## src/common/mscs_pkg.sv

```systemverilog
// mscs_pkg: constants for the memory speed clock stretch block.
// assumes a 32-bit apb master and a 24-bit processor address bus.
package mscs_pkg;
   // register map: the printed offset is a word index, the bus sees bytes
   localparam logic [15:0] MSCS_SPEED_CTRL_INDEX  = 16'hDF41;
   localparam logic [17:0] MSCS_SPEED_CTRL_ADDR   = 18'h37D04;
   localparam logic [7:0]  MSCS_SPEED_CTRL_RESET  = 8'h00;
   // field positions in the speed control register
   localparam int          MSCS_BIT_OSC_RUN       = 0;
   localparam int          MSCS_BIT_SRC_FAST      = 1;
   localparam int          MSCS_BIT_RAM_EXT       = 2;
   localparam int          MSCS_BIT_CACHE_SPEED   = 3;
   localparam int          MSCS_BIT_LOW_SPEED     = 4;
   localparam int          MSCS_BIT_MID_SPEED     = 5;
   localparam int          MSCS_BIT_HIGH_SPEED    = 6;
   localparam int          MSCS_BIT_ONCHIP_SPEED  = 7;
   // address decode boundaries, bank byte and bank-zero offsets
   localparam logic [7:0]  MSCS_BANK_LOW_LAST     = 8'h3F;
   localparam logic [7:0]  MSCS_BANK_MID_LAST     = 8'hBF;
   localparam logic [15:0] MSCS_CACHE_INT_FIRST   = 16'h0200;
   localparam logic [15:0] MSCS_CACHE_LAST        = 16'h7FFF;
   localparam logic [15:0] MSCS_ONCHIP_FIRST      = 16'hDF00;
   localparam logic [15:0] MSCS_ONCHIP_LAST       = 16'hDFFF;
   // phase lengths in fast clock cycles, minus one
   localparam logic [1:0]  MSCS_FAST_HALF         = 2'h0;
   localparam logic [1:0]  MSCS_SLOW_HALF         = 2'h3;
   // region codes
   typedef enum logic [2:0] {
      MSCS_RGN_CACHE  = 3'h0,
      MSCS_RGN_LOW    = 3'h1,
      MSCS_RGN_MID    = 3'h2,
      MSCS_RGN_HIGH   = 3'h3,
      MSCS_RGN_ONCHIP = 3'h4
   } mscs_region_t;
endpackage

```

## src/common/mscs_dec_if.sv

```systemverilog
// mscs_dec_if: carries an address to the region decoder and its verdict.
// assumes both ends run on the same clock.
`timescale 1ns/1ps
`default_nettype none
interface mscs_dec_if;
   logic [23:0] addr;
   logic        ram_ext;
   logic [4:0]  speed_bits;
   logic        slow;
   logic [2:0]  region;
   modport requester (output addr, output ram_ext, output speed_bits,
                      input slow, input region);
   modport decoder   (input addr, input ram_ext, input speed_bits,
                      output slow, output region);
endinterface
`default_nettype wire

```

## src/logic/mscs_region_dec.sv

```systemverilog
// mscs_region_dec: maps a 24-bit address onto a chip-select region.
// assumes speed bits are ordered cache, low, mid, high, on-chip.
`timescale 1ns/1ps
`default_nettype none
module mscs_region_dec (
   // decode request and verdict
   mscs_dec_if.decoder dec
);
   import mscs_pkg::*;

   // every address lands in exactly one region
   always_comb begin
      logic [7:0]  bank;
      logic [15:0] ofs;
      bank = dec.addr[23:16];
      ofs  = dec.addr[15:0];
      if (bank > MSCS_BANK_MID_LAST) begin
         dec.region = MSCS_RGN_HIGH;
      end else if (bank > MSCS_BANK_LOW_LAST) begin
         dec.region = MSCS_RGN_MID;
      end else if (bank != 8'h00) begin
         dec.region = MSCS_RGN_LOW;
      end else if (ofs <= MSCS_CACHE_LAST &&
                   (dec.ram_ext || ofs >= MSCS_CACHE_INT_FIRST)) begin
         dec.region = MSCS_RGN_CACHE;  // window follows ram select
      end else if (ofs < MSCS_CACHE_INT_FIRST ||
                   (ofs >= MSCS_ONCHIP_FIRST && ofs <= MSCS_ONCHIP_LAST)) begin
         dec.region = MSCS_RGN_ONCHIP;
      end else begin
         dec.region = MSCS_RGN_LOW;
      end
      // a clear bit marks the region slow
      dec.slow = ~dec.speed_bits[dec.region];
   end
endmodule
`default_nettype wire

```

## src/logic/mscs_clock_stretch.sv

```systemverilog
// mscs_clock_stretch: speed control register and cpu phase clock stretcher.
// assumes an apb master and a fast clock domain equal to i_ref_clk; the
// processor phase clock is produced as an output level, not a real clock.
//
// Behaviour
// - fast-rate memory runs unstretched as cache
// - slow region access slows the phase clock
// - stretch both low and high phases
// - slowdown decided by address region and speed register
// - bit 0 stops or starts fast oscillator
// - bit 1 selects slow clock or fast
// - per-region speed bit, zero means slow
// - whole 16 Mbyte space decodes to regions
// - ram select bit moves cache window start
// - speed register resets to zero
`timescale 1ns/1ps
`default_nettype none
module mscs_clock_stretch (
   // clock, reset, enable
   input  wire logic        i_ref_clk,
   input  wire logic        i_reset_n,
   input  wire logic        i_clk_en,
   // apb slave
   input  wire logic        i_psel,
   input  wire logic        i_penable,
   input  wire logic        i_pwrite,
   input  wire logic [17:0] i_paddr,
   input  wire logic [31:0] i_pwdata,
   output logic             o_pready,
   output logic             o_pslverr,
   output logic [31:0]      o_prdata,
   // processor side
   input  wire logic [23:0] i_cpu_addr,
   input  wire logic        i_low_freq_clk,
   // clock outputs
   output logic             o_cpu_phase_clock,
   output logic             o_fast_osc_run,
   output logic             o_slow_access
);
   import mscs_pkg::*;

   typedef struct packed {
      logic [7:0]  speed_ctrl;
      logic [1:0]  half_cnt;
      logic [1:0]  half_len;
      logic        phase;
      logic        slow;
      logic [31:0] rdata;
      logic        lf_s1;
      logic        lf_s2;
   } mscs_state_t;

   mscs_state_t st_q;
   mscs_state_t st_d;
   mscs_dec_if  dec ();

   // register fields feed the decoder
   assign dec.addr       = i_cpu_addr;
   assign dec.ram_ext    = st_q.speed_ctrl[MSCS_BIT_RAM_EXT];
   assign dec.speed_bits = st_q.speed_ctrl[MSCS_BIT_ONCHIP_SPEED:
                                           MSCS_BIT_CACHE_SPEED];

   mscs_region_dec u_dec (
      .dec (dec)
   );

   logic wr_hit;
   logic rd_hit;
   // zero-wait slave; unmapped words read zero with no error
   assign wr_hit = i_psel & i_penable & i_pwrite &
                   (i_paddr == MSCS_SPEED_CTRL_ADDR);
   assign rd_hit = i_psel & ~i_penable & ~i_pwrite &
                   (i_paddr == MSCS_SPEED_CTRL_ADDR);
   assign o_pready  = 1'b1;
   assign o_pslverr = 1'b0;

   // next-state: register write, divider, phase toggle
   always_comb begin
      st_d = st_q;
      st_d.lf_s1 = i_low_freq_clk;
      st_d.lf_s2 = st_q.lf_s1;
      if (wr_hit) begin
         st_d.speed_ctrl = i_pwdata[7:0];  // register bits and cpu address steer
      end
      if (i_psel & ~i_penable) begin
         st_d.rdata = rd_hit ? {24'h000000, st_q.speed_ctrl} : 32'h00000000;
      end
      if (st_q.speed_ctrl[MSCS_BIT_SRC_FAST]) begin
         // fast source only ticks while the oscillator runs
         if (st_q.speed_ctrl[MSCS_BIT_OSC_RUN]) begin
            if (st_q.half_cnt == st_q.half_len) begin
               st_d.phase    = ~st_q.phase;
               st_d.half_cnt = 2'h0;
               // divisor latched at the boundary only
               if (st_q.phase) begin
                  st_d.slow     = dec.slow;
                  // cache at fast rate runs unstretched
                  // both halves stretched by the same length
                  st_d.half_len = dec.slow ? MSCS_SLOW_HALF : MSCS_FAST_HALF;
               end
            end else begin
               st_d.half_cnt = st_q.half_cnt + 2'h1;
            end
         end
      end else begin
         // low-frequency source drives the phase through the two-flop synchronizer
         st_d.phase    = st_q.lf_s2;
         st_d.half_cnt = 2'h0;
         // nothing is stretched while the slow pin clocks the cpu
         st_d.slow     = 1'b0;
      end
   end

   // state register, frozen by the clock enable
   always_ff @(posedge i_ref_clk or negedge i_reset_n) begin
      if (!i_reset_n) begin
         st_q            <= '0;
         st_q.speed_ctrl <= MSCS_SPEED_CTRL_RESET;
      end else if (i_clk_en) begin
         st_q <= st_d;
      end
   end

   assign o_prdata          = st_q.rdata;
   assign o_cpu_phase_clock = st_q.phase;
   assign o_fast_osc_run    = st_q.speed_ctrl[MSCS_BIT_OSC_RUN];
   assign o_slow_access     = st_q.slow;
endmodule
`default_nettype wire

```

## config.mk

```make
export PLATFORM = sky130hd
export DESIGN_NAME = mscs_clock_stretch
export DESIGN_NICKNAME = d
export VERILOG_FILES = /design/src/common/mscs_pkg.sv /design/src/common/mscs_dec_if.sv /design/src/logic/mscs_region_dec.sv /design/src/logic/mscs_clock_stretch.sv
export SDC_FILE = /design/constraint.sdc
export NUM_CORES = 1
export LEC_CHECK = 0
export ABC_AREA = 1
export BUFFER_PORTS_ARGS = -buffer_cell sky130_fd_sc_hd__buf_2
export CORE_ASPECT_RATIO = 1.2
export CORE_MARGIN = 5
export CORE_UTILIZATION = 39
export DETAILED_ROUTE_END_ITERATION = 10
export GPL_TIMING_DRIVEN = 0
export PLACE_DENSITY = 0.75
export SLEW_MARGIN = 20
export SYNTH_ARGS = -nofsm -noshare
export SYNTH_HDL_FRONTEND = slang
export SYNTH_SLANG_ARGS = --single-unit
```

## constraint.sdc

```tcl
create_clock -name i_ref_clk -period 1.3 [get_ports i_ref_clk]
set_input_delay 0 -clock i_ref_clk [delete_from_list [all_inputs] [get_ports i_ref_clk]]
set_output_delay 0 -clock i_ref_clk [all_outputs]
set_load 0.02 [all_outputs]
```

==> results of run 1 <==
==> final cells by class <==
| class | count | area (um2) | area share, % |
|---|---|---|---|
| Buffer | 35 | 263 | 12.1 |
| Sequential cell | 23 | 576 | 26.5 |
| Tap cell | 52 | 65.1 | 2.99 |
| Timing Repair Buffer | 72 | 418 | 19.2 |
| Multi-Input combinational cell | 152 | 728 | 33.5 |
| Clock buffer | 4 | 45.0 | 2.07 |
| Inverter | 21 | 78.8 | 3.63 |
==> per-layer routing <==
metal  wire length, um  share of wire, %
met5                 0                 0
met1              1400                39
met3               291               8.2
met2              1810                51
met4                56               1.6
==> logic make-up after synthesis <==
kind of cell           share of synthesized area, %
AOI/OAI and AO/OA                              4.59
buffers and inverters                          22.8
DFF                                            38.4
other                                         0.501
and+or+nand+nor                                33.8
==> what timing repair did <==
| action | CTS | global route |
|---|---|---|
| buffers inserted | 1 | 2 |
| setup endpoints to repair | 2 | 3 |
| gates resized for setup | 6 | 11 |
| pin swaps | 1 | 2 |
| hold buffers | 10 | 0 |
| hold endpoints to repair | 32 | 0 |
==> how the worst min path moves through the flow <==
stage                          from                             to  slack [ns]  depth (start not counted)
final                      i_clk_en            st_d[0]$_DFFE_PN0P_        0.01                          3
after global routing       i_clk_en            st_q[0]$_DFFE_PN0P_        0.02                          2
after CTS                  i_clk_en            st_d[0]$_DFFE_PN0P_       0.008                          3
after detailed placement  i_reset_n      o_slow_access$_DFFE_PN0P_      -0.005                          1
after global placement    i_reset_n  o_cpu_phase_clock$_DFFE_PN0P_       -0.01                          1
after floorplan           i_reset_n        dec.ram_ext$_DFFE_PN0P_       -0.30                          0
==> synthesized netlist by cell type <==
cell type | count | share of area, %
nand2_1 | 61 | 15
buf_4 | 35 | 18
dfrtp_1 | 23 | 38
inv_1 | 21 | 5.3
nor2_1 | 20 | 5.0
nand3_1 | 19 | 6.3
o21ai_0 | 8 | 2.7
nand4_1 | 4 | 1.7
a21oi_1 | 3 | 1.0
nand3b_1 | 3 | 1.5
conb_1 | 2 | 0.50
nand3b_2 | 1 | 0.75
nor3_1 | 1 | 0.33
nor3_4 | 1 | 1.1
nor4_2 | 1 | 0.83
o21bai_1 | 1 | 0.50
o22ai_1 | 1 | 0.42
or2_2 | 1 | 0.42
or2_4 | 1 | 0.58
==> power by group through the flow <==
stage | clock network (mW) | logic (mW) | registers, mW
floorplan | 0 | 0.193 | 0.755
global placement | 0 | 0.299 | 0.751
detailed placement | 0 | 0.306 | 0.751
CTS | 0.454 | 0.333 | 0.737
global route | 0.486 | 0.384 | 0.739
finish | 0.443 | 0.348 | 0.738
==> stage by stage <==
step | worst slack (ns) | util, %
2_1_floorplan | 0.0631 | -
3_3_place_gp | -0.107 | 53.2
3_5_place_dp | -0.111 | 53.2
4_1_cts | -0.0743 | 57.9
5_1_grt | -0.183 | 59.3
6_report | -0.0715 | 59.3
==> state kept, by name, summed over array words and instances (netlist names) <==
signal / flops
o_prdata: 8
dec.speed_bits: 5
st_q: 5
dec.ram_ext: 1
o_cpu_phase_clock: 1
o_fast_osc_run: 1
o_slow_access: 1
st_d: 1
==> worst max-delay path, stage by stage (launching register included) <==
cell and delay (ns):
dfrtp_1 0.39, nor2_1 0.09, nand2_1 0.07, o21bai_2 0.14, buf_4 0.13, nand3b_1 0.10
nand3b_1 0.19, nand3_2 0.10, nand2_1 0.05
==> layout by cell type (no fill, tap or decap), types with 2 or more instances in the layout <==
cell type / instances
nand2_1: 59
nand4_1: 4
nand3_2: 4
conb_1: 26
buf_2: 59
nor2_1: 18
a21oi_1: 2
inv_1: 19
buf_4: 38
nand3b_1: 3
nor2_2: 2
dlygate4sd3_1: 10
o21ai_0: 7
nand3_1: 15
clkbuf_8: 3
dfrtp_1: 23
nor3_4: 2
inv_2: 2
nand2_2: 2
or2_4: 2
==> qor.csv, run 1 <==
metric;value;unit
status;complete, but fails checks;
failing checks;setup timing;
combinational share of power;22.8;%
Max Fclk;0.729;GHz
Synth Cell Area;0.00150;mm2
Clock transition at path regs;0.08;ns
crit path to;o_slow_access$_DFFE_PN0P_;
via total after detailed routing;1510;
Worst setup EP type;flop;
Yosys warnings;0;
met3 usage;1.45;%
PwrDens;703;mW/mm2
MaxCap Viol Count;0;
Post-route DRC;0;
I/O pins;118;
setup tns final;-0.137;ns
Port-buffer cells;59;
min Tclk post-route;1.37;ns
Root Driver;clkbuf_8;
Post-layout nets;389;
Starting Density;40.9;%
RR Startpoint;dec.ram_ext$_DFFE_PN0P_;
clock skew;0.00116;ns
first-pass GRT wire length;5640;um
layout cells sized above 1;38.8;%
Max clock buf depth;2;
sequential group share of total power;48.2;%
diode count;0;
GRT Total Usage;13.5;%
PnR worst setup slack;-0.0715;ns
Synth cell types;19;
clk sinks;23;
Reg-to-Reg End;o_slow_access$_DFFE_PN0P_;
pin count of the biggest net entering global routing;24;
Seq cells post-synth;23;
CTS tree;built;
Final setup viols;2;
Skew-Pair Late Insertion Delay;0.26;ns
vias in the first global route;1432;
Hold Slack;0.00964;ns
Sw Ratio;27.4;%
CP Launch Type;flop;
placed instance count;342;
Hold Crit Class;input port to flop;
Max Slew Vio Count;0;
Die W;66.6;um
Layout area overhead;44.9;%
Final Hold Fails;0;
Slew Limit Headroom;62.8;%
R2R depth;8;
initial antenna violation count;0;
Routed Antenna Nets;0;
Finished Layout Cells;359;
number of H-tree levels;1;
Tcrit/Tclk final;105;%
met1 Track Usage GR;15.1;%
average routed wire per standard cell;9.91;um
Fillers;359;
1st-pass router iterations;4;
Rows;24;
CP Max Fanout;2;
cell count after synthesis;207;
most used routing layer;met2;
Clock power frac;29.0;%
Crit Path Class;flop to flop;
routed vias/inst;4.21;
Final Cell Area;0.00217;mm2
Worst-Margin Slew;0.556;ns
RSZ-0062 raised after global routing;yes;
Seq/Total Area, Yosys;38.4;%
Sw Pwr;0.418;mW
worst setup path startpoint;dec.ram_ext$_DFFE_PN0P_;
GR Util met2;24.9;%
DP HPWL;2780;um
P_int;1.11;mW
final WL;3560;um
WP data required;1.46;ns
height of the die;77.9;um
Synth Area per Inst;7.25;um2
Area after DPL;0.00195;mm2
worst ir drop on vdd;0.000337;V
grt total ovfl;0;
LEAKAGE;1.31;nW
critical path arrival;1.53;ns
r2r setup slk;-0.07;ns
core region area;0.00366;mm2
CTS buffer count;3;
DIE AREA;0.00519;mm2
gpl congestion;0.794;
Iteration-0 DRC Markers;45;
Final Power;1.53;mW
Power figures use the tool's default switching activity.
==> inputs of run 2 (changes only) <==
--- a/config.mk
+++ b/config.mk
@@ -13,6 +13,7 @@
 export DETAILED_ROUTE_END_ITERATION = 10
 export GPL_TIMING_DRIVEN = 0
 export PLACE_DENSITY = 0.75
+export SKIP_LAST_GASP = 1
 export SLEW_MARGIN = 20
 export SYNTH_ARGS = -nofsm -noshare
 export SYNTH_HDL_FRONTEND = slang
==> qor.csv, run 2 (synthesized netlist as in run 1, its figures left out) <==
metric;value;unit;change
critical path arrival;1.54;ns;about the same
Max Fclk;0.725;GHz;-0.62%
crit-path max cell delay;0.39;ns;about the same
Final Cell Area;0.00217;mm2;-0.17%
CP Max Fanout;2;;unchanged
Worst-Margin Slew;0.556;ns;unchanged
Clock transition at path regs;0.08;ns;about the same
status;complete, but fails checks;;
GR Util met2;24.1;%;-0.79 points
r2r setup slk;-0.08;ns;about the same
Final setup viols;2;;unchanged
worst setup path startpoint;dec.ram_ext$_DFFE_PN0P_;;
CP Launch Type;flop;;
Finished Layout Cells;359;;unchanged
CP Cell Sequence;nor2_1, nand2_1, o21bai_1, buf_4, nand3b_1, nand3b_1, nand3_2, nand2_1;;
Tcrit/Tclk final;106;%;+0.66 points
Iteration-0 DRC Markers;52;;+16%
min Tclk post-route;1.38;ns;+0.00853 ns
vias in the first global route;1416;;-1.1%
DIE AREA;0.00519;mm2;unchanged
Max clock buf depth;2;;unchanged
CP max stage cell;dfrtp_1;;
Post-route DRC;0;;unchanged
Final Hold Fails;0;;unchanged
PnR worst setup slack;-0.0800;ns;-0.00853 ns
Max Slew Vio Count;0;;unchanged
initial antenna violation count;0;;unchanged
HP Start;i_clk_en;;
PwrDens;701;mW/mm2;-0.40%
GRT Total Usage;13.2;%;-0.24 points
Reg-to-Reg End;o_slow_access$_DFFE_PN0P_;;
placed instance count;342;;unchanged
LEAKAGE;1.30;nW;-0.20%
max FFs per register;8;;unchanged
Hold Crit Class;input port to flop;;
Hold Slack;0.00955;ns;-0.0000827 ns
Routed Antenna Nets;0;;unchanged
Worst setup EP type;flop;;
Post-layout nets;389;;unchanged
routed vias/inst;4.20;;-0.13%
via total after detailed routing;1508;;-0.13%
height of the die;77.9;um;unchanged
Layout area overhead;44.6;%;
Area after DPL;0.00195;mm2;unchanged
Port-buffer cells;59;;unchanged
MaxCap Viol Count;0;;unchanged
WP data required;1.46;ns;about the same
final WL;3510;um;-1.4%
RR Startpoint;dec.ram_ext$_DFFE_PN0P_;;
worst ir drop on vdd;0.000329;V;-2.4%
Starting Density;40.9;%;unchanged
R2R depth;8;;unchanged
grt total ovfl;0;;unchanged
failing checks;setup timing;;
Clock power frac;28.7;%;-0.3 points
sequential group share of total power;48.5;%;+0.3 points
clock skew;0.00433;ns;+0.00316 ns
Crit Path Class;flop to flop;;
DP HPWL;2780;um;unchanged
layout cells sized above 1;38.4;%;-0.33 points
CTS tree;built;;
Hold Path End;st_d[0]$_DFFE_PN0P_;;
Sw Ratio;27.0;%;-0.37 points
Sw Pwr;0.410;mW;-1.9%
setup tns final;-0.158;ns;-0.0212 ns
pin count of the biggest net entering global routing;24;;unchanged
Rows;24;;unchanged
gpl congestion;0.794;;unchanged
met1 Track Usage GR;15.1;%;unchanged
core region area;0.00366;mm2;unchanged
P_int;1.11;mW;about the same
Skew-Pair Late Insertion Delay;0.26;ns;about the same
RSZ-0062 raised after global routing;yes;;
WHS Path Cells;3;;unchanged
most used routing layer;met2;;
1st-pass router iterations;4;;unchanged
most frequent cells in the layout;nand2_1, buf_2, buf_4, conb_1, dfrtp_1;;
met3 usage;1.45;%;unchanged
diode count;0;;unchanged
Die W;66.6;um;unchanged
final core utilization;59.2;%;-0.10 points
clk sinks;23;;unchanged
Slew Limit Headroom;62.8;%;unchanged
average routed wire per standard cell;9.77;um;-1.4%
combinational share of power;22.8;%;about the same
CTS buffer count;3;;unchanged
first-pass GRT wire length;5560;um;-1.5%
Root Driver;clkbuf_8;;
number of H-tree levels;1;;unchanged
I/O pins;118;;unchanged
run 2: worst max-delay path by stage:
stage | to | cells past startpoint | slack (ns)
after detailed placement | o_slow_access$_DFFE_PN0P_ | 9 | -0.11
final | o_slow_access$_DFFE_PN0P_ | 8 | -0.08
after global placement | st_q[36]$_DFFE_PN0P_ | 9 | -0.11
after floorplan | st_q[36]$_DFFE_PN0P_ | 9 | 0.06
after global routing | o_slow_access$_DFFE_PN0P_ | 10 | -0.22
after CTS | o_slow_access$_DFFE_PN0P_ | 10 | -0.08
run 2: worst max-delay path: cells and delay by family, from the launching register on:
kind,cells,cell delay (ns)
simple gates,6,0.59
compound gates,1,0.17
buf+inv,1,0.13
flops,1,0.39
run 2: repair_timing:
| item | CTS | global route |
|---|---|---|
| hold endpoints to repair | 32 | 0 |
| buffers inserted | 1 | 2 |
| gates resized for setup | 5 | 11 |
| endpoints found under the setup margin | 2 | 3 |
| gates cloned | 0 | 0 |
| pin swaps | 1 | 3 |
| hold buffers | 10 | 0 |
run 2: through the flow:
stage               power, mW  setup WS (ns)
finish                   1.52        -0.0800
floorplan               0.948         0.0631
detailed placement       1.06         -0.111
CTS                      1.52        -0.0760
global route             1.61         -0.218
global placement         1.05         -0.107
run 2: area by class of cell:
cell class / count / area, um2
flip-flops and latches: 23 / 576
well taps: 52 / 65.1
multi-input cells: 152 / 724
plain buffers: 35 / 263
repair buffers: 72 / 418
inverters: 21 / 78.8
clock buffers: 4 / 45.0
fillers: 353 / 1490
run 2: power by group through the flow:
stage	registers (mW)	logic [mW]	clock network (mW)
final	0.738	0.346	0.436
after global routing	0.739	0.382	0.486
after CTS	0.737	0.333	0.454
after detailed placement	0.751	0.306	0
after global placement	0.751	0.299	0
after floorplan	0.755	0.193	0
run 2: metal layers:
metal	wire length, um	part of all wire, %	vias up
met5	0	0	-
met4	56	1.6	0
met3	283	8.1	4
met2	1790	51	66
met1	1380	39	645
li1	-	-	793
==> inputs of run 3 (changes only) <==
--- a/config.mk
+++ b/config.mk
@@ -6,13 +6,12 @@
 export NUM_CORES = 1
 export LEC_CHECK = 0
 export ABC_AREA = 1
-export BUFFER_PORTS_ARGS = -buffer_cell sky130_fd_sc_hd__buf_2
 export CORE_ASPECT_RATIO = 1.2
-export CORE_MARGIN = 5
-export CORE_UTILIZATION = 39
+export CORE_UTILIZATION = 60
 export DETAILED_ROUTE_END_ITERATION = 10
+export DONT_BUFFER_PORTS = 1
 export GPL_TIMING_DRIVEN = 0
-export PLACE_DENSITY = 0.75
+export PLACE_DENSITY = 0.72
 export SKIP_LAST_GASP = 1
 export SLEW_MARGIN = 20
 export SYNTH_ARGS = -nofsm -noshare
==> constraint.sdc (replaced) <==
create_clock -name i_ref_clk -period 1.3 [get_ports i_ref_clk]
set_input_delay 0 -clock i_ref_clk [delete_from_list [all_inputs] [get_ports i_ref_clk]]
set_output_delay 0 -clock i_ref_clk [all_outputs]
set_load 0.005 [all_outputs]
==> qor.csv, run 3 (synthesized netlist as in run 1, its figures left out) <==
metric;value;unit;change
status;complete, but fails checks;;
failing checks;setup timing;;
clk sinks;23;;unchanged
RSZ-0062 raised after global routing;yes;;
max FFs per register;8;;unchanged
Worst setup EP type;flop;;
Post-layout nets;332;;-15%
first-pass GRT wire length;4940;um;-11%
Final setup viols;3;;+1
CP Max Fanout;3;;+1
r2r setup slk;-0.12;ns;-0.04 ns
Rows;19;;-21%
1st-pass router iterations;4;;unchanged
Max Slew Vio Count;0;;unchanged
Starting Density;64.4;%;+23 points
LEAKAGE;1.05;nW;-19%
Reg-to-Reg End;st_q[36]$_DFFE_PN0P_;;
min Tclk post-route;1.42;ns;+0.0356 ns
initial antenna violation count;0;;unchanged
commonest non-fill, non-tap cell in the layout;nand2_1;;
Routed Antenna Nets;0;;unchanged
gpl congestion;0.781;;-1.6%
Crit Path Class;flop to flop;;
Hold Slack;0.0113;ns;+0.00176 ns
PwrDens;691;mW/mm2;-1.3%
Root Driver;clkbuf_4;;
worst ir drop on vdd;0.00103;V;+210%
CP Launch Type;flop;;
crit-path max cell delay;0.43;ns;+0.04 ns
CTS buffer count;3;;unchanged
I/O pins;118;;unchanged
critical path arrival;1.61;ns;+0.07 ns
core region area;0.00233;mm2;-36%
grt total ovfl;0;;unchanged
Slew Limit Headroom;32.4;%;-30 points
R2R depth;9;;+1
Layout area overhead;22.2;%;
Final Hold Fails;0;;unchanged
via total after detailed routing;1374;;-8.9%
Area after DPL;0.00163;mm2;-16%
worst setup path startpoint;st_q[39]$_DFFE_PN0P_;;
HP Start;i_psel;;
Hold Crit Class;input port to flop;;
Post-route DRC;0;;unchanged
RR Startpoint;st_q[39]$_DFFE_PN0P_;;
Final Power;1.27;mW;-17%
Skew-Pair Late Insertion Delay;0.29;ns;+0.03 ns
most frequent cells in the layout;nand2_1, buf_4, conb_1, dfrtp_1, inv_1;;
height of the die;56.8;um;-27%
layout cells sized above 1;21.2;%;-17 points
pin count of the biggest net entering global routing;24;;unchanged
Max Fclk;0.706;GHz;-2.5%
diode count;0;;unchanged
Fillers;186;;-47%
final WL;3160;um;-9.8%
PnR worst setup slack;-0.116;ns;-0.0356 ns
Hold Path End;o_prdata[4]$_DFFE_PN0P_;;
setup tns final;-0.230;ns;-0.0724 ns
Port-buffer cells;0;;-100%
number of H-tree levels;1;;unchanged
CP max stage cell;dfrtp_1;;
DP HPWL;2380;um;-15%
Iteration-0 DRC Markers;17;;-67%
Clock transition at path regs;0.12;ns;+0.04 ns
Worst-Margin Slew;1.01;ns;+0.455 ns
final core utilization;78.7;%;+19 points
Die W;47.6;um;-28%
CTS tree;built;;
clock skew;0.00157;ns;-0.00275 ns
average routed wire per standard cell;11.3;um;+15%
WP data required;1.50;ns;+0.04 ns
WHS Path Cells;3;;unchanged
Final Cell Area;0.00183;mm2;-16%
GRT Total Usage;24.3;%;+11 points
Tcrit/Tclk final;109;%;+2.7 points
MaxCap Viol Count;0;;unchanged
Max clock buf depth;2;;unchanged
DIE AREA;0.00271;mm2;-48%
vias in the first global route;1235;;-13%
routed vias/inst;4.89;;+16%
CP Cell Sequence;nor2_2, nand2_1, o21ai_2, inv_1, nor2_1, inv_1, nor3_4, or2_2, nand2_1;;
-- run 3: power breakdown --
group	internal (mW)	leakage, nW	switching (mW)	total (mW)
Sequential	0.729	0.311	0.0101	0.739
Combinational	0.114	0.721	0.104	0.217
Clock	0.114	0.0177	0.196	0.310
-- run 3: worst max-delay path by stage --
stage / end / slack (ns)
after floorplan: st_q[36]$_DFFE_PN0P_ / 0.06
after global routing: st_q[36]$_DFFE_PN0P_ / -0.24
after CTS: st_q[36]$_DFFE_PN0P_ / -0.09
after global placement: st_q[36]$_DFFE_PN0P_ / -0.07
final: st_q[36]$_DFFE_PN0P_ / -0.12
after detailed placement: st_q[36]$_DFFE_PN0P_ / -0.10
-- run 3: layout make-up --
cell class              count  area [um2]  area share, %
plain buffers              35         263           14.3
clock buffers               3        22.5           1.23
clock inverters             1        5.00          0.273
inverters                  21        78.8           4.30
multi-input cells         152         704           38.4
flip-flops and latches     23         576           31.4
well taps                  31        38.8           2.12
repair buffers             15         145           7.92
-- run 3: what timing repair did --
item                                    in CTS  in global routing
pin swaps                                    2                  2
endpoints found under the hold margin       42                  0
buffers inserted                             1                  1
cloned                                       0                  0
hold buffers                                13                  0
resized for setup                            4                  5
endpoints found under the setup margin       2                  3
-- run 3: stage by stage --
step	setup WS [ns]	instances
after global placement	-0.0654	262
after CTS	-0.0880	280
after global routing	-0.241	281
final	-0.116	281
after floorplan	0.0633	231
after detailed placement	-0.101	262
-- run 3: per-layer routing --
layer	vias up	routed length (um)	GRT usage, %
met4	0	10	2.38
met1	628	1210	29.1
li1	678	-	-
met2	66	1710	45.8
met5	-	0	0
met3	2	223	2.57
-- run 3: worst max-delay path: cells and delay by family, from the launching register on --
kind	cells	cell delay (ns)
and+or+nand+nor	6	0.65
DFF	1	0.43
buffers and inverters	2	0.18
AOI/OAI and AO/OA	1	0.07
